**config.mk**
```make
export PLATFORM = sky130hd
export DESIGN_NAME = dhtim_top
export DESIGN_NICKNAME = d
export VERILOG_FILES = /design/src/hw/dhtim_pkg.sv /design/src/hw/dhtim_half.sv /design/src/hw/dhtim_top.sv
export SDC_FILE = /design/constraint.sdc
export NUM_CORES = 1
export LEC_CHECK = 0
export BUFFER_PORTS_ARGS = -buffer_cell sky130_fd_sc_hd__clkbuf_2
export CORE_MARGIN = 10
export CORE_UTILIZATION = 50
export DETAILED_ROUTE_END_ITERATION = 7
export MAX_ROUTING_LAYER = met4
export PLACE_DENSITY = 0.79
export SYNTH_ARGS = -nofsm -noshare
export SYNTH_HDL_FRONTEND = slang
export SYNTH_SLANG_ARGS = --single-unit
export TNS_END_PERCENT = 5
```
**constraint.sdc**
```tcl
create_clock -name CLK_SYS -period 7.73 [get_ports CLK_SYS]
set_input_delay 0.3865 -clock CLK_SYS [delete_from_list [all_inputs] [get_ports CLK_SYS]]
set_output_delay 0.3865 -clock CLK_SYS [all_outputs]
set_load 0.1 [all_outputs]
```
**src/hw/dhtim_pkg.sv**
```systemverilog
package dhtim_pkg;
  localparam int HALF_W = 16;
  localparam int FULL_W = 32;
  localparam int PRE_W = 8;
  localparam int IRQ_N = 7;
  // Interrupt source bit positions
  localparam int IRQ_B_CAP_EVENT = 0;
  localparam int IRQ_B_CAP_MATCH = 1;
  localparam int IRQ_B_TIMEOUT = 2;
  localparam int IRQ_RTC_MATCH = 3;
  localparam int IRQ_A_CAP_EVENT = 4;
  localparam int IRQ_A_CAP_MATCH = 5;
  localparam int IRQ_A_TIMEOUT = 6;
  localparam logic [HALF_W-1:0] HALF_RST = 16'hffff;
  localparam logic [HALF_W-1:0] HALF_ZERO = 16'h0000;
  localparam logic [HALF_W-1:0] HALF_ONE = 16'h0001;
  localparam logic [PRE_W-1:0] PRE_ZERO = 8'h00;
  localparam logic [PRE_W-1:0] PRE_ONE = 8'h01;
  localparam logic [IRQ_N-1:0] IRQ_NONE = 7'h00;
  // Timer select codes
  localparam logic [1:0] SEL_A = 2'h1;
  localparam logic [1:0] SEL_B = 2'h2;
  localparam logic [1:0] SEL_BOTH = 2'h3;
  typedef enum logic [2:0] {
    DHT_ONE_SHOT, DHT_PERIODIC, DHT_CAP_COUNT, DHT_CAP_TIME, DHT_PWM
  } dht_mode_t;
  typedef struct packed {
    logic [HALF_W-1:0] load;
    logic [HALF_W-1:0] match;
    logic [PRE_W-1:0] pre;
  } dht_cfg_t;
  typedef struct packed {
    logic cap_event;
    logic cap_match;
    logic timeout;
  } dht_evt_t;
endpackage

```
**src/hw/dhtim_half.sv**
```systemverilog
`timescale 1ns/1ps
`default_nettype none
module dhtim_half (
  // Clock and reset
  input wire logic clk,
  input wire logic rst,
  input wire logic ce,
  // Control
  input wire logic run,
  input wire logic joined,
  input wire dhtim_pkg::dht_mode_t mode,
  input wire dhtim_pkg::dht_cfg_t cfg,
  input wire logic load_wr,
  input wire logic edge_in,
  input wire logic borrow_in,
  // Results
  output logic [dhtim_pkg::HALF_W-1:0] count_r,
  output logic zero_now,
  output logic pwm_out,
  output dhtim_pkg::dht_evt_t evt
);
  logic [dhtim_pkg::PRE_W-1:0] pre_r;
  logic [dhtim_pkg::HALF_W-1:0] evt_cnt_r;
  logic tick;
  logic oneshot;
  assign oneshot = (mode == dhtim_pkg::DHT_ONE_SHOT);
  // Combined operation ignores the prescaler; the upper half counts borrows
  assign tick = joined ? borrow_in : (pre_r == dhtim_pkg::PRE_ZERO); // RQ16
  assign zero_now = (count_r == dhtim_pkg::HALF_ZERO);

  //////////////////////////////////////////////////////////////////////////
  always_ff @(posedge clk or posedge rst) begin
    if (rst) begin
      pre_r <= dhtim_pkg::PRE_ZERO;
    end else if (ce) begin
      if (!run || joined || pre_r == dhtim_pkg::PRE_ZERO) begin
        pre_r <= cfg.pre; // RQ16
      end else begin
        pre_r <= pre_r - dhtim_pkg::PRE_ONE;
      end
    end
  end

  always_ff @(posedge clk or posedge rst) begin
    if (rst) begin
      count_r <= dhtim_pkg::HALF_RST;
    end else if (ce) begin
      if (load_wr) begin
        count_r <= cfg.load; // RQ10
      end else if (run && tick) begin
        if (zero_now) begin
          // One-shot holds at zero, periodic reloads
          if (!oneshot) begin
            count_r <= cfg.load; // RQ18
          end
        end else begin
          count_r <= count_r - dhtim_pkg::HALF_ONE;
        end
      end
    end
  end

  // Capture count: match value picks the event count that interrupts
  always_ff @(posedge clk or posedge rst) begin
    if (rst) begin
      evt_cnt_r <= dhtim_pkg::HALF_ZERO;
      evt <= '0;
    end else if (ce) begin
      evt <= '0;
      if (run && edge_in && (mode == dhtim_pkg::DHT_CAP_COUNT ||
          mode == dhtim_pkg::DHT_CAP_TIME)) begin
        evt.cap_event <= 1'b1;
        if (mode == dhtim_pkg::DHT_CAP_COUNT) begin
          if (evt_cnt_r + dhtim_pkg::HALF_ONE == cfg.match) begin
            evt.cap_match <= 1'b1; // RQ12
            evt_cnt_r <= dhtim_pkg::HALF_ZERO;
          end else begin
            evt_cnt_r <= evt_cnt_r + dhtim_pkg::HALF_ONE;
          end
        end
      end else if (!run) begin
        evt_cnt_r <= dhtim_pkg::HALF_ZERO;
      end
      if (run && tick && zero_now && !load_wr) begin
        evt.timeout <= 1'b1; // RQ19
      end
    end
  end

  // Edge-aligned PWM: high once count falls to match, low from reload
  always_ff @(posedge clk or posedge rst) begin
    if (rst) begin
      pwm_out <= 1'b0;
    end else if (ce) begin
      pwm_out <= run && (mode == dhtim_pkg::DHT_PWM) &&
                 (count_r <= cfg.match); // RQ13
    end
  end
endmodule
`default_nettype wire

```
**src/hw/dhtim_top.sv**
```systemverilog
// Overview of operation
// RQ1: Software configures a half's mode before enabling it.
// RQ2: Enable and disable commands select first half, second half or both.
// RQ3: Clear bitmask drops each named pending flag.
// RQ4: Handlers clear pending flags early; clears may arrive late.
// RQ5: Only enabled sources reach the interrupt request.
// RQ6: Seven maskable sources: per half capture event, match, timeout; RTC.
// RQ7: Mask disable bitmask clears only the named enables.
// RQ8: Status readable raw or masked through a select input.
// RQ9: Each half's reload value reads back unchanged.
// RQ10: Writing reload while running loads the count at once.
// RQ11: In combined mode software uses only the first half's values.
// RQ12: Capture count raises match interrupt at the programmed event count.
// RQ13: PWM match value sets where output toggles each period.
// RQ14: Match value reads back exactly as written.
// RQ15: Prescaler holds 0 to 255 and reads back.
// RQ16: Prescaler divides only in 16-bit mode, ignored when combined.
// RQ17: Configuring mode disables the halves until enabled again.
// RQ18: One-shot stops at zero; periodic reloads and continues.
// RQ19: Timeout flag sets when a counter reaches zero.
// RQ20: Request is OR of pending flags ANDed with enables.
`timescale 1ns/1ps
`default_nettype none
module dhtim_top (
  // Clock and reset
  input wire logic CLK_SYS,
  input wire logic RST,
  input wire logic CE,
  // Mode configuration
  input wire logic CFG_WR,
  input wire logic CFG_JOINED,
  input wire dhtim_pkg::dht_mode_t CFG_MODE_A,
  input wire dhtim_pkg::dht_mode_t CFG_MODE_B,
  // Enable commands
  input wire logic EN_WR,
  input wire logic DIS_WR,
  input wire logic [1:0] TIMER_SEL,
  // Value writes
  input wire logic LOAD_WR,
  input wire logic MATCH_WR,
  input wire logic PRE_WR,
  input wire logic [dhtim_pkg::FULL_W-1:0] WR_VALUE,
  input wire logic [dhtim_pkg::PRE_W-1:0] PRE_VALUE,
  // Interrupt control
  input wire logic IRQ_EN_WR,
  input wire logic IRQ_DIS_WR,
  input wire logic IRQ_CLR_WR,
  input wire logic [dhtim_pkg::IRQ_N-1:0] IRQ_SOURCE_BITMASK,
  input wire logic STATUS_MASKED_SELECT,
  input wire logic RTC_MATCH_EVT,
  // Capture pins
  input wire logic CAP_A_PIN,
  input wire logic CAP_B_PIN,
  // Read back
  output logic [dhtim_pkg::FULL_W-1:0] LOAD_A_RD,
  output logic [dhtim_pkg::HALF_W-1:0] LOAD_B_RD,
  output logic [dhtim_pkg::FULL_W-1:0] MATCH_A_RD,
  output logic [dhtim_pkg::HALF_W-1:0] MATCH_B_RD,
  output logic [dhtim_pkg::PRE_W-1:0] PRE_A_RD,
  output logic [dhtim_pkg::PRE_W-1:0] PRE_B_RD,
  output logic [dhtim_pkg::FULL_W-1:0] VALUE_A_RD,
  output logic [dhtim_pkg::HALF_W-1:0] VALUE_B_RD,
  output logic [1:0] RUN_STATE,
  output logic [dhtim_pkg::IRQ_N-1:0] IRQ_STATUS,
  output logic [dhtim_pkg::IRQ_N-1:0] IRQ_ENABLE,
  // Outputs
  output logic PWM_A,
  output logic PWM_B,
  output logic IRQ
);
  dhtim_pkg::dht_cfg_t cfg_a_r, cfg_b_r;
  dhtim_pkg::dht_mode_t mode_a_r, mode_b_r;
  dhtim_pkg::dht_evt_t evt_a, evt_b;
  logic joined_r;
  logic run_a_r, run_b_r;
  logic [dhtim_pkg::IRQ_N-1:0] pend_r, mask_r, set_vec;
  logic [2:0] sync_a_r, sync_b_r;
  logic zero_a, zero_b, pwm_a, pwm_b;
  logic [dhtim_pkg::HALF_W-1:0] cnt_a, cnt_b;
  logic sel_a, sel_b, load_a, load_b;
  logic wrap_a;
  dhtim_pkg::dht_cfg_t cfg_a_in, cfg_b_in;

  function automatic logic hits(input logic [1:0] sel, input logic bit_n);
    hits = bit_n ? sel[1] : sel[0];
  endfunction

  // Combined mode routes writes to both halves through the first half
  assign sel_a = hits(TIMER_SEL, 1'b0) | joined_r; // RQ2 RQ11
  assign sel_b = hits(TIMER_SEL, 1'b1) | joined_r; // RQ2 RQ11
  assign load_a = LOAD_WR && sel_a && run_a_r; // RQ10
  assign load_b = LOAD_WR && sel_b && run_b_r; // RQ10
  // Lower half wraps, not reloads, while the upper half still counts
  assign wrap_a = joined_r && run_a_r && zero_a && !zero_b; // RQ11

  // Running reload must reach the count, not the stale stored value
  always_comb begin
    cfg_a_in = cfg_a_r;
    cfg_b_in = cfg_b_r;
    if (joined_r) begin
      cfg_a_in.pre = dhtim_pkg::PRE_ZERO; // RQ16
    end
    if (wrap_a) begin
      cfg_a_in.load = dhtim_pkg::HALF_RST;
    end
    if (LOAD_WR && sel_a) begin
      cfg_a_in.load = WR_VALUE[dhtim_pkg::HALF_W-1:0]; // RQ10
    end
    if (LOAD_WR && sel_b) begin
      cfg_b_in.load = joined_r ? WR_VALUE[dhtim_pkg::FULL_W-1:
        dhtim_pkg::HALF_W] : WR_VALUE[dhtim_pkg::HALF_W-1:0]; // RQ10
    end
  end

  //////////////////////////////////////////////////////////////////////////
  always_ff @(posedge CLK_SYS or posedge RST) begin
    if (RST) begin
      joined_r <= 1'b0;
      mode_a_r <= dhtim_pkg::DHT_ONE_SHOT;
      mode_b_r <= dhtim_pkg::DHT_ONE_SHOT;
    end else if (CE && CFG_WR) begin
      joined_r <= CFG_JOINED;
      mode_a_r <= CFG_MODE_A;
      mode_b_r <= CFG_JOINED ? CFG_MODE_A : CFG_MODE_B;
    end
  end

  // Configuration wins over a same-cycle enable so the halves stay off
  always_ff @(posedge CLK_SYS or posedge RST) begin
    if (RST) begin
      run_a_r <= 1'b0;
      run_b_r <= 1'b0;
    end else if (CE) begin
      if (CFG_WR) begin
        run_a_r <= 1'b0; // RQ17
        run_b_r <= 1'b0; // RQ17
      end else if (EN_WR) begin
        run_a_r <= run_a_r | sel_a; // RQ2
        run_b_r <= run_b_r | sel_b; // RQ2
      end else if (DIS_WR) begin
        run_a_r <= run_a_r & ~sel_a; // RQ2
        run_b_r <= run_b_r & ~sel_b; // RQ2
      end
    end
  end

  always_ff @(posedge CLK_SYS or posedge RST) begin
    if (RST) begin
      cfg_a_r <= '0;
      cfg_b_r <= '0;
    end else if (CE) begin
      if (LOAD_WR && sel_a) begin
        cfg_a_r.load <= WR_VALUE[dhtim_pkg::HALF_W-1:0]; // RQ9
      end
      if (LOAD_WR && sel_b) begin
        cfg_b_r.load <= joined_r ? WR_VALUE[dhtim_pkg::FULL_W-1:
          dhtim_pkg::HALF_W] : WR_VALUE[dhtim_pkg::HALF_W-1:0]; // RQ9
      end
      if (MATCH_WR && sel_a) begin
        cfg_a_r.match <= WR_VALUE[dhtim_pkg::HALF_W-1:0]; // RQ14
      end
      if (MATCH_WR && sel_b) begin
        cfg_b_r.match <= joined_r ? WR_VALUE[dhtim_pkg::FULL_W-1:
          dhtim_pkg::HALF_W] : WR_VALUE[dhtim_pkg::HALF_W-1:0]; // RQ14
      end
      // Eight-bit field cannot hold anything beyond 255
      if (PRE_WR && hits(TIMER_SEL, 1'b0)) begin
        cfg_a_r.pre <= PRE_VALUE; // RQ15
      end
      if (PRE_WR && hits(TIMER_SEL, 1'b1)) begin
        cfg_b_r.pre <= PRE_VALUE; // RQ15
      end
    end
  end

  // Capture pins: two-stage sync, edge taken from stages two and three
  always_ff @(posedge CLK_SYS or posedge RST) begin
    if (RST) begin
      sync_a_r <= 3'h0;
      sync_b_r <= 3'h0;
    end else if (CE) begin
      sync_a_r <= {sync_a_r[1:0], CAP_A_PIN};
      sync_b_r <= {sync_b_r[1:0], CAP_B_PIN};
    end
  end

  //////////////////////////////////////////////////////////////////////////
  dhtim_half u_half_a (
    .clk(CLK_SYS),
    .rst(RST),
    .ce(CE),
    .run(run_a_r),
    .joined(1'b0),
    .mode(mode_a_r),
    .cfg(cfg_a_in),
    .load_wr(load_a | wrap_a),
    .edge_in(sync_a_r[2] ^ sync_a_r[1]),
    .borrow_in(1'b0),
    .count_r(cnt_a),
    .zero_now(zero_a),
    .pwm_out(pwm_a),
    .evt(evt_a)
  );

  // Upper half steps on each lower-half wrap when joined
  dhtim_half u_half_b (
    .clk(CLK_SYS),
    .rst(RST),
    .ce(CE),
    .run(joined_r ? run_a_r : run_b_r),
    .joined(joined_r),
    .mode(mode_b_r),
    .cfg(cfg_b_in),
    .load_wr(joined_r ? load_a : load_b),
    .edge_in(sync_b_r[2] ^ sync_b_r[1]),
    .borrow_in(zero_a && !(zero_b && mode_a_r == dhtim_pkg::DHT_ONE_SHOT)),
    .count_r(cnt_b),
    .zero_now(zero_b),
    .pwm_out(pwm_b),
    .evt(evt_b)
  );

  //////////////////////////////////////////////////////////////////////////
  always_comb begin
    set_vec = dhtim_pkg::IRQ_NONE;
    set_vec[dhtim_pkg::IRQ_A_CAP_EVENT] = evt_a.cap_event; // RQ6
    set_vec[dhtim_pkg::IRQ_A_CAP_MATCH] = evt_a.cap_match;
    set_vec[dhtim_pkg::IRQ_B_CAP_EVENT] = evt_b.cap_event && !joined_r;
    set_vec[dhtim_pkg::IRQ_B_CAP_MATCH] = evt_b.cap_match && !joined_r;
    set_vec[dhtim_pkg::IRQ_RTC_MATCH] = RTC_MATCH_EVT;
    if (joined_r) begin
      // Lower half times out only when no wrap was taken: whole count zero
      set_vec[dhtim_pkg::IRQ_A_TIMEOUT] = evt_a.timeout; // RQ19
    end else begin
      set_vec[dhtim_pkg::IRQ_A_TIMEOUT] = evt_a.timeout; // RQ19
      set_vec[dhtim_pkg::IRQ_B_TIMEOUT] = evt_b.timeout; // RQ19
    end
  end

  // New events win over a same-cycle clear
  always_ff @(posedge CLK_SYS or posedge RST) begin
    if (RST) begin
      pend_r <= dhtim_pkg::IRQ_NONE;
    end else if (CE) begin
      pend_r <= (pend_r & ~(IRQ_CLR_WR ? IRQ_SOURCE_BITMASK
        : dhtim_pkg::IRQ_NONE)) | set_vec; // RQ3
    end
  end

  always_ff @(posedge CLK_SYS or posedge RST) begin
    if (RST) begin
      mask_r <= dhtim_pkg::IRQ_NONE;
    end else if (CE) begin
      if (IRQ_EN_WR) begin
        mask_r <= mask_r | IRQ_SOURCE_BITMASK; // RQ6
      end else if (IRQ_DIS_WR) begin
        mask_r <= mask_r & ~IRQ_SOURCE_BITMASK; // RQ7
      end
    end
  end

  assign IRQ = |(pend_r & mask_r); // RQ5 RQ20
  assign IRQ_STATUS = STATUS_MASKED_SELECT ? (pend_r & mask_r) : pend_r; // RQ8
  assign IRQ_ENABLE = mask_r;
  assign LOAD_A_RD = joined_r ? {cfg_b_r.load, cfg_a_r.load}
    : {dhtim_pkg::HALF_ZERO, cfg_a_r.load};
  assign LOAD_B_RD = cfg_b_r.load;
  assign MATCH_A_RD = joined_r ? {cfg_b_r.match, cfg_a_r.match}
    : {dhtim_pkg::HALF_ZERO, cfg_a_r.match};
  assign MATCH_B_RD = cfg_b_r.match;
  assign PRE_A_RD = cfg_a_r.pre;
  assign PRE_B_RD = cfg_b_r.pre;
  assign VALUE_A_RD = joined_r ? {cnt_b, cnt_a} : {dhtim_pkg::HALF_ZERO, cnt_a};
  assign VALUE_B_RD = cnt_b;
  assign RUN_STATE = {run_b_r, run_a_r};
  assign PWM_A = pwm_a;
  assign PWM_B = pwm_b && !joined_r;
endmodule
`default_nettype wire

```
==> flow_metrics.tcl, run 1 <==
set metrics [dict create \
    cts_max_level 4 \
    start_util_pct 50.8 \
    relSlewSlack_pct 23.2 \
    ys_types 78 \
    vias 11467 \
    synth-simple-area-share_pct 20.1 \
    synth-seq-cells 197 \
    grt_pass1_vias 11012 \
    ys.flop_type "dfrtp_1" \
    peakVddDrop_uv 339 \
    final_nets 1659 \
    cp_data_arrival_time_ps 3810 \
    grt_pass1_wl_um 62500 \
    power.density_mw_per_mm2 383 \
    io_pins 251 \
    cts_tree "done" \
    p_comb_share_pct 53.2 \
    status "finished clean" \
    synthAdderAreaFrac_pct 4.17 \
    via_per_inst 6.08 \
    rows 57 \
    drive_gt1_share_pct 27.2 \
    placed_area_mm2 0.0135 \
    avgRoutedWirePerCell_um 21.4 \
    dieArea_mm2 0.0313 \
    design_area_mm2 0.0141 \
    grtUsageTotal_pct 25.8 \
    clock_latency_ps 440 \
    clock_path_buffers 2 \
    wl_um 40300 \
    yosys_warnings 0 \
    hpwl_um 30600 \
    antenna_found_initial 3 \
    maxSlewViolCount 0 \
    worst_setup_path_end_kind "flop" \
    synth.area.mux_share_pct 8.36 \
    place_congestion 0.986 \
    grt_overflow 0 \
    cts_buffers 17 \
    post_cts_resized 0 \
    switchingPower_uw 3100 \
    synth_top_family_by_area "simple AND/OR/NAND/NOR gates" \
    crit_fanout 23 \
    worst-setup-path-type "flop to flop" \
    die_y_um 177 \
    cts-root-buf "clkbuf_16" \
    hold_viol_final 0 \
    switching_share_pct 57.3 \
    grt_max_degree 144 \
    port-buffer-count 250 \
    fp.dieW_um 177 \
    setup_viol 0 \
    synth_area_mm2 0.0123 \
    fmaxAchievable_mhz 286 \
    synth_nets 1479 \
    ant_nets 0 \
    hold_path.class "input port to async pin" \
    post-route-period-util_pct 45.2 \
    seq_area_frac_synth_pct 40.4 \
    cp_slowest_cell "o21ai_2" \
    cellInternalPower_uw 2310 \
    critical_path.top_delay_family "compound AO/OA/AOI/OAI gates" \
    postSynthCellCount 1366 \
    total_leakage_power_uw 0.00652 \
    worstPathCellList "ha_1 > nand3_2 > nor4_4 > xnor2_1 > o21ai_0 > a2111o_1 > o21ai_2 > nor2_1 > a211o_1" \
    cpPeakStageDelay_ps 740 \
    drv_cap 0 \
    drtPass1Iterations 5 \
    required_ps 8050 \
    period_needed_ps 3500 \
    path_clk_slew_ps 70 \
    clock_sinks 197 \
    rsz0062_at_grt "false" \
    startpoint_type "flop" \
    critPathBufInv 0 \
    synth-edff-count 0 \
    core_mm2 0.0242 \
    seq_power_share_pct 30.4 \
    synth-xor-area-share_pct 3.06 \
    cts_hold_buffers 0 \
    post_cts.repair.setup_buffers 0 \
    avgSynthCellArea_um2 9.01 \
    synth-compound-area-share_pct 17.6 \
    area_delta_synth_final_pct 14.6 \
    clockPowerShare_pct 16.4 \
    setup_tns_ps 0 \
    synthArstFlopShare_pct 100 \
    fin_worst_skew_ps 16.3 \
    nFillCells 2090 \
    worst_slew_pin_slew_ps 1150 \
    drt_iter0_drc 1161 \
    drc 0 \
]
[power groups by stage]
stage               clock network [uW]  logic (uW)  registers (uW)
global placement                     0        2820            1640
global route                       938        3020            1670
detailed placement                   0        2870            1650
floorplan                            0        1400            2560
CTS                                889        2880            1630
finish                             885        2870            1640
[worst reg2reg max path: cells and delay by family (launching register included)]
family	cells	cell delay, ps
compound gates	4	1510
fa+ha+maj	1	360
xor+xnor	1	150
flops	1	510
simple gates	3	840
[layer usage]
metal / vias to the layer above / wire length, um / track usage (%) / share of wire [%]
li1: 5262 / - / - / -
met1: 5567 / 16000 / 31.9 / 40
met2: 552 / 19300 / 40.4 / 48
met3: 86 / 3500 / 4.91 / 8.7
met4: 0 / 1500 / 11.6 / 3.7
met5: - / 0 / - / 0
[sequential cells by signal (all words and copies together), names as in the netlist, 16 cells and up, named ones only]
register / count
LOAD_B_RD: 16
MATCH_B_RD: 16
cfg_a_in: 16
cfg_a_r: 16
u_half_a.count_r: 16
u_half_a.evt_cnt_r: 16
u_half_b.count_r: 16
u_half_b.evt_cnt_r: 16
[cell usage in the layout (no fill, tap or decap), types with 20 or more instances in the layout]
cell / synthesis / layout
xnor2_1: 30 / 30
a31oi_1: 20 / 20
mux2_2: 71 / 71
a21oi_1: 62 / 62
dfstp_2: 32 / 32
and2_1: 31 / 31
a22o_1: 23 / 23
ha_1: 41 / 41
o21ai_0: 119 / 119
nor2_1: 89 / 89
nor3_1: 46 / 46
mux2i_1: 23 / 23
nand3_1: 35 / 35
nand2_1: 151 / 151
clkbuf_2: 0 / 250
inv_1: 63 / 62
dfrtp_1: 165 / 164
[final timing paths]
kind	startpoint	end	slack (ps)	cells past startpoint
min reg2reg	sync_b_r[0]	sync_b_r[0]	510	1
min	RST	MATCH_B_RD[6]	70	2
min in group CLK_SYS	CAP_B_PIN	sync_b_r[0]	180	2
max reg2reg	u_half_b.evt_cnt_r[0]	u_half_b.evt_cnt_r[4]	4230	9
max	u_half_b.evt_cnt_r[0]	u_half_b.evt_cnt_r[4]	4230	9
max in group asynchronous	RST	joined_r	6130	3
[layout make-up]
type / instances / area, um^2 / share of cell area (%)
clock inverter: 11 / 116 / 0.825
antenna: 3 / 7.51 / 0.0532
tap: 324 / 405 / 2.87
sequential: 197 / 4970 / 35.2
multi-input combinational: 1003 / 6560 / 46.5
timing repair buffer: 263 / 1350 / 9.56
clock buffer: 21 / 450 / 3.19
inverter: 64 / 248 / 1.76
[kinds of logic (layout without fill, tap and decap cells)]
family / count (synthesis) / after routing
compound gates: 341 / 341
mux: 94 / 94
fa+ha+maj: 41 / 41
flops: 197 / 197
buf+inv: 166 / 359
simple gates: 484 / 484
other cells: 0 / 3
xor+xnor: 43 / 43
[Yosys cell counts, drive strengths merged (5+ instances only)]
cell type  instances  area (um^2)
nand2b            11         68.8
mux2              71          800
nor3              47          246
nor2              90          340
nor4              18          140
and3               8         50.1
xor2              13          114
mux2i             23          230
nand3             38          205
o21ai            125          633
a21o              19          143
a22o              23          201
or2                5         31.3
nor2b             11         68.8
a21oi             62          310
dfstp             32          841
a211oi             7         52.6
dfrtp            165         4130
inv               63          236
nand4             21          165
nor3b              8         60.1
ha                41          513
xnor2             30          263
nand2            151          567
a21boi             7         52.6
o211ai            12         90.1
or4                7         52.6
o221ai            12          105
o22ai             13         81.3
buf               56          369
a211o              8         70.1
a31oi             21          138
and2              32          203
clkbuf            46          173
or3               19          119
[per-stage QoR]
step | power [uW] | std cells | utilization (%) | setup WS (ps) | hold WS (ps)
floorplan | 3960 | 1366 | - | 2030 | 453
global placement | 4460 | 1851 | 55.8 | 4400 | 485
CTS | 5400 | 1883 | 58.2 | 4300 | 175
finish | 5400 | 1886 | 58.2 | 4230 | 74.2
global route | 5630 | 1886 | 58.2 | 3930 | 178
detailed placement | 4520 | 1851 | 55.8 | 4320 | 493
Power figures use the tool's default switching activity.
==> run 2, diff against run 1 <==
Settings changed: ABC_AREA from default to 1, PLACE_DENSITY 0.79 to 0.81.
Clock period 7.73 ns to 3 ns, I/O delays scaled along.
==> flow_metrics.tcl, run 2 <==
set metrics [dict create \
    antenna_found_initial 2 \
    critical_path.top_delay_family "simple AND/OR/NAND/NOR gates" \
    via_per_inst 5.44 \
    design_area_mm2 0.0150 \
    yosysTopAreaCell "dfrtp_1" \
    rows 58 \
    relSlewSlack_pct 44.0 \
    avgRoutedWirePerCell_um 17.9 \
    final_cell_mix "608 x nand2_1, 250 x clkbuf_2, 232 x inv_1" \
    synthMostInstantiatedCell "nand2_1" \
    core_mm2 0.0251 \
    worstHoldStart "WR_VALUE[0]" \
    maxSlewViolCount 0 \
    critPathBufInv 1 \
    grt_pass1_wl_um 68500 \
    met2WireLength_um 20000 \
    seq_area_frac_synth_pct 39.1 \
    startpoint_type "flop" \
    peakVddDrop_uv 866 \
    path_clk_slew_ps 80 \
    cts-root-buf "clkbuf_16" \
    cp_common_cell "nand2_1" \
    start_util_pct 50.7 \
    grtUsageTotal_pct 26.8 \
    final_nets 2182 \
    clock_latency_ps 460 \
    setup_tns_ps 0 \
    status "finished clean" \
    drive_gt1_share_pct 18.0 \
    cts_tree "done" \
    hold_path.class "input port to flop" \
    postSynthCellCount 1843 \
    ant_nets 0 \
    synthTopCellsByArea "dfrtp_1 32%, nand2_1 18%, o21ai_0 8.3%" \
    area_delta_synth_final_pct 18.0 \
    worst_setup_path_end_kind "flop" \
    cp_slowest_cell "dfstp_2" \
    cellInternalPower_uw 6090 \
    grt_overflow 0 \
    synth_area_mm2 0.0127 \
    drtPass1Iterations 5 \
    worstPathCellList "inv_1 > ha_1 > nand2_1 > nor2_1 > nand3_1 > nor2_1 > o21ai_0 > nand3_1 > nand2_2 > nand2_2 > nand2_1 > nand2_1" \
    drv_cap 0 \
    post_cts.repair.setup_buffers 0 \
    power.density_mw_per_mm2 949 \
    synth_nets 1956 \
    grt_pass1_vias 12413 \
    yosys_warnings 0 \
    dr_wl_met3_um 3890 \
    maxUsedRoutingLayer "met4" \
    r2r_slack_ps 380 \
    synth-seq-cells 197 \
    p_comb_share_pct 53.1 \
    clock_sinks 197 \
    ys_types 42 \
    switching_share_pct 57.2 \
    clock_path_buffers 2 \
    ys.flop_type "dfrtp_1" \
    fmaxAchievable_mhz 381 \
    synthArstFlopShare_pct 100 \
    drt_iter0_drc 1392 \
    post_cts_resized 0 \
    place_congestion 0.973 \
    startpoint "u_half_b.count_r[0]" \
    grt_max_degree 107 \
    port-buffer-count 250 \
    switchingPower_uw 8150 \
    placed_area_mm2 0.0141 \
    cts_buffers 17 \
    layout_commonest_cell "nand2_1" \
    total_leakage_power_uw 0.00806 \
    cpPeakStageDelay_ps 610 \
    avgSynthCellArea_um2 6.90 \
    fin_worst_skew_ps 19.2 \
    period_needed_ps 2620 \
    dieArea_mm2 0.0322 \
    r2r_cells 12 \
    io_pins 251 \
    die_y_um 179 \
    wl_um 43300 \
    fp.dieW_um 179 \
    r2r-start "u_half_b.count_r[0]" \
    cts_max_level 4 \
    synth-edff-count 0 \
    r2r-end "u_half_b.count_r[1]" \
    netlist.area_leader.share_pct 32.5 \
    cp_data_arrival_time_ps 3000 \
    post-route-period-util_pct 87.4 \
    worst_slew_pin_slew_ps 837 \
    worst-setup-path-type "flop to flop" \
    vias 13131 \
    cp.depth 12 \
    met1_length_um 18200 \
    setup_viol 0 \
    required_ps 3380 \
    clockPowerShare_pct 17.8 \
    synth_common_cells "608 x nand2_1, 233 x inv_1, 212 x o21ai_0" \
    hold_viol_final 0 \
    hpwl_um 32500 \
    seq_power_share_pct 29.1 \
    drc 0 \
    crit_fanout 17 \
    rsz0062_at_grt "false" \
    endpoint "u_half_b.count_r[1]" \
]
-- run 2: power by group through the flow --
stage                     Sequential (uW)  Combinational [uW]  Clock (uW)
final                                4150                7560        2530
after global routing                 4220                8120        2660
after CTS                            4130                7560        2550
after detailed placement             4170                7510           0
after global placement               4150                7410           0
after floorplan                      6360                3830           0
-- run 2: worst min-delay path by stage --
stage,endpoint,cells after the start
after global routing,cfg_a_r[24],3
final,cfg_a_r[24],3
after CTS,cfg_a_r[24],3
after floorplan,sync_a_r[0],2
after global placement,u_half_b.evt_cnt_r[8],3
after detailed placement,cfg_a_in[12],3
-- run 2: kinds of logic (layout without fill, tap and decap cells) --
group | Yosys count | count (layout) | share of synthesized area, %
flip-flops | 197 | 197 | 39.1
AO/OA/AOI/OAI | 293 | 293 | 12.1
other | 0 | 2 | 0
multiplexers | 8 | 8 | 0.630
adder cells (fa/ha/maj) | 41 | 41 | 4.03
AND/OR/NAND/NOR | 944 | 944 | 30.7
XOR/XNOR | 35 | 35 | 2.73
buffers and inverters | 325 | 564 | 10.7
-- run 2: routing by layer --
metal / vias up / track usage [%]
met4: 0 / 8.47
met3: 73 / 6.10
met1: 6162 / 34.8
met2: 617 / 40.7
li1: 6279 / -
met5: - / -
-- run 2: worst min-delay path: stages --
cell	delay [ps]
clkbuf_2	100
inv_1	90
o21ai_0	90
-- run 2: metrics by stage --
stage,total power (uW),util (%),cells,worst slack (ps),hold slack (ps)
final,14200,59.8,2414,379,27.8
after global routing,15000,59.8,2414,71.2,37.8
after CTS,14200,59.8,2412,390,10.0
after detailed placement,11700,56.1,2354,398,366
after global placement,11600,56.1,2354,456,356
after floorplan,10200,-,1843,316,267
-- run 2: final cells by class --
| type | instances | area [um^2] |
|---|---|---|
| antenna | 2 | 5.00 |
| clock buffer | 17 | 425 |
| clock inverter | 15 | 221 |
| fill | 2356 | 10100 |
| inverter | 238 | 897 |
| multi-input combinational | 1321 | 6390 |
| sequential | 197 | 4970 |
| tap | 330 | 413 |
| timing repair buffer | 294 | 1680 |
-- run 2: what timing repair did --
item                       in CTS  in global routing
hold buffers                   26                  0
hold endpoints to repair      199                  0
setup endpoints to repair       0                  0
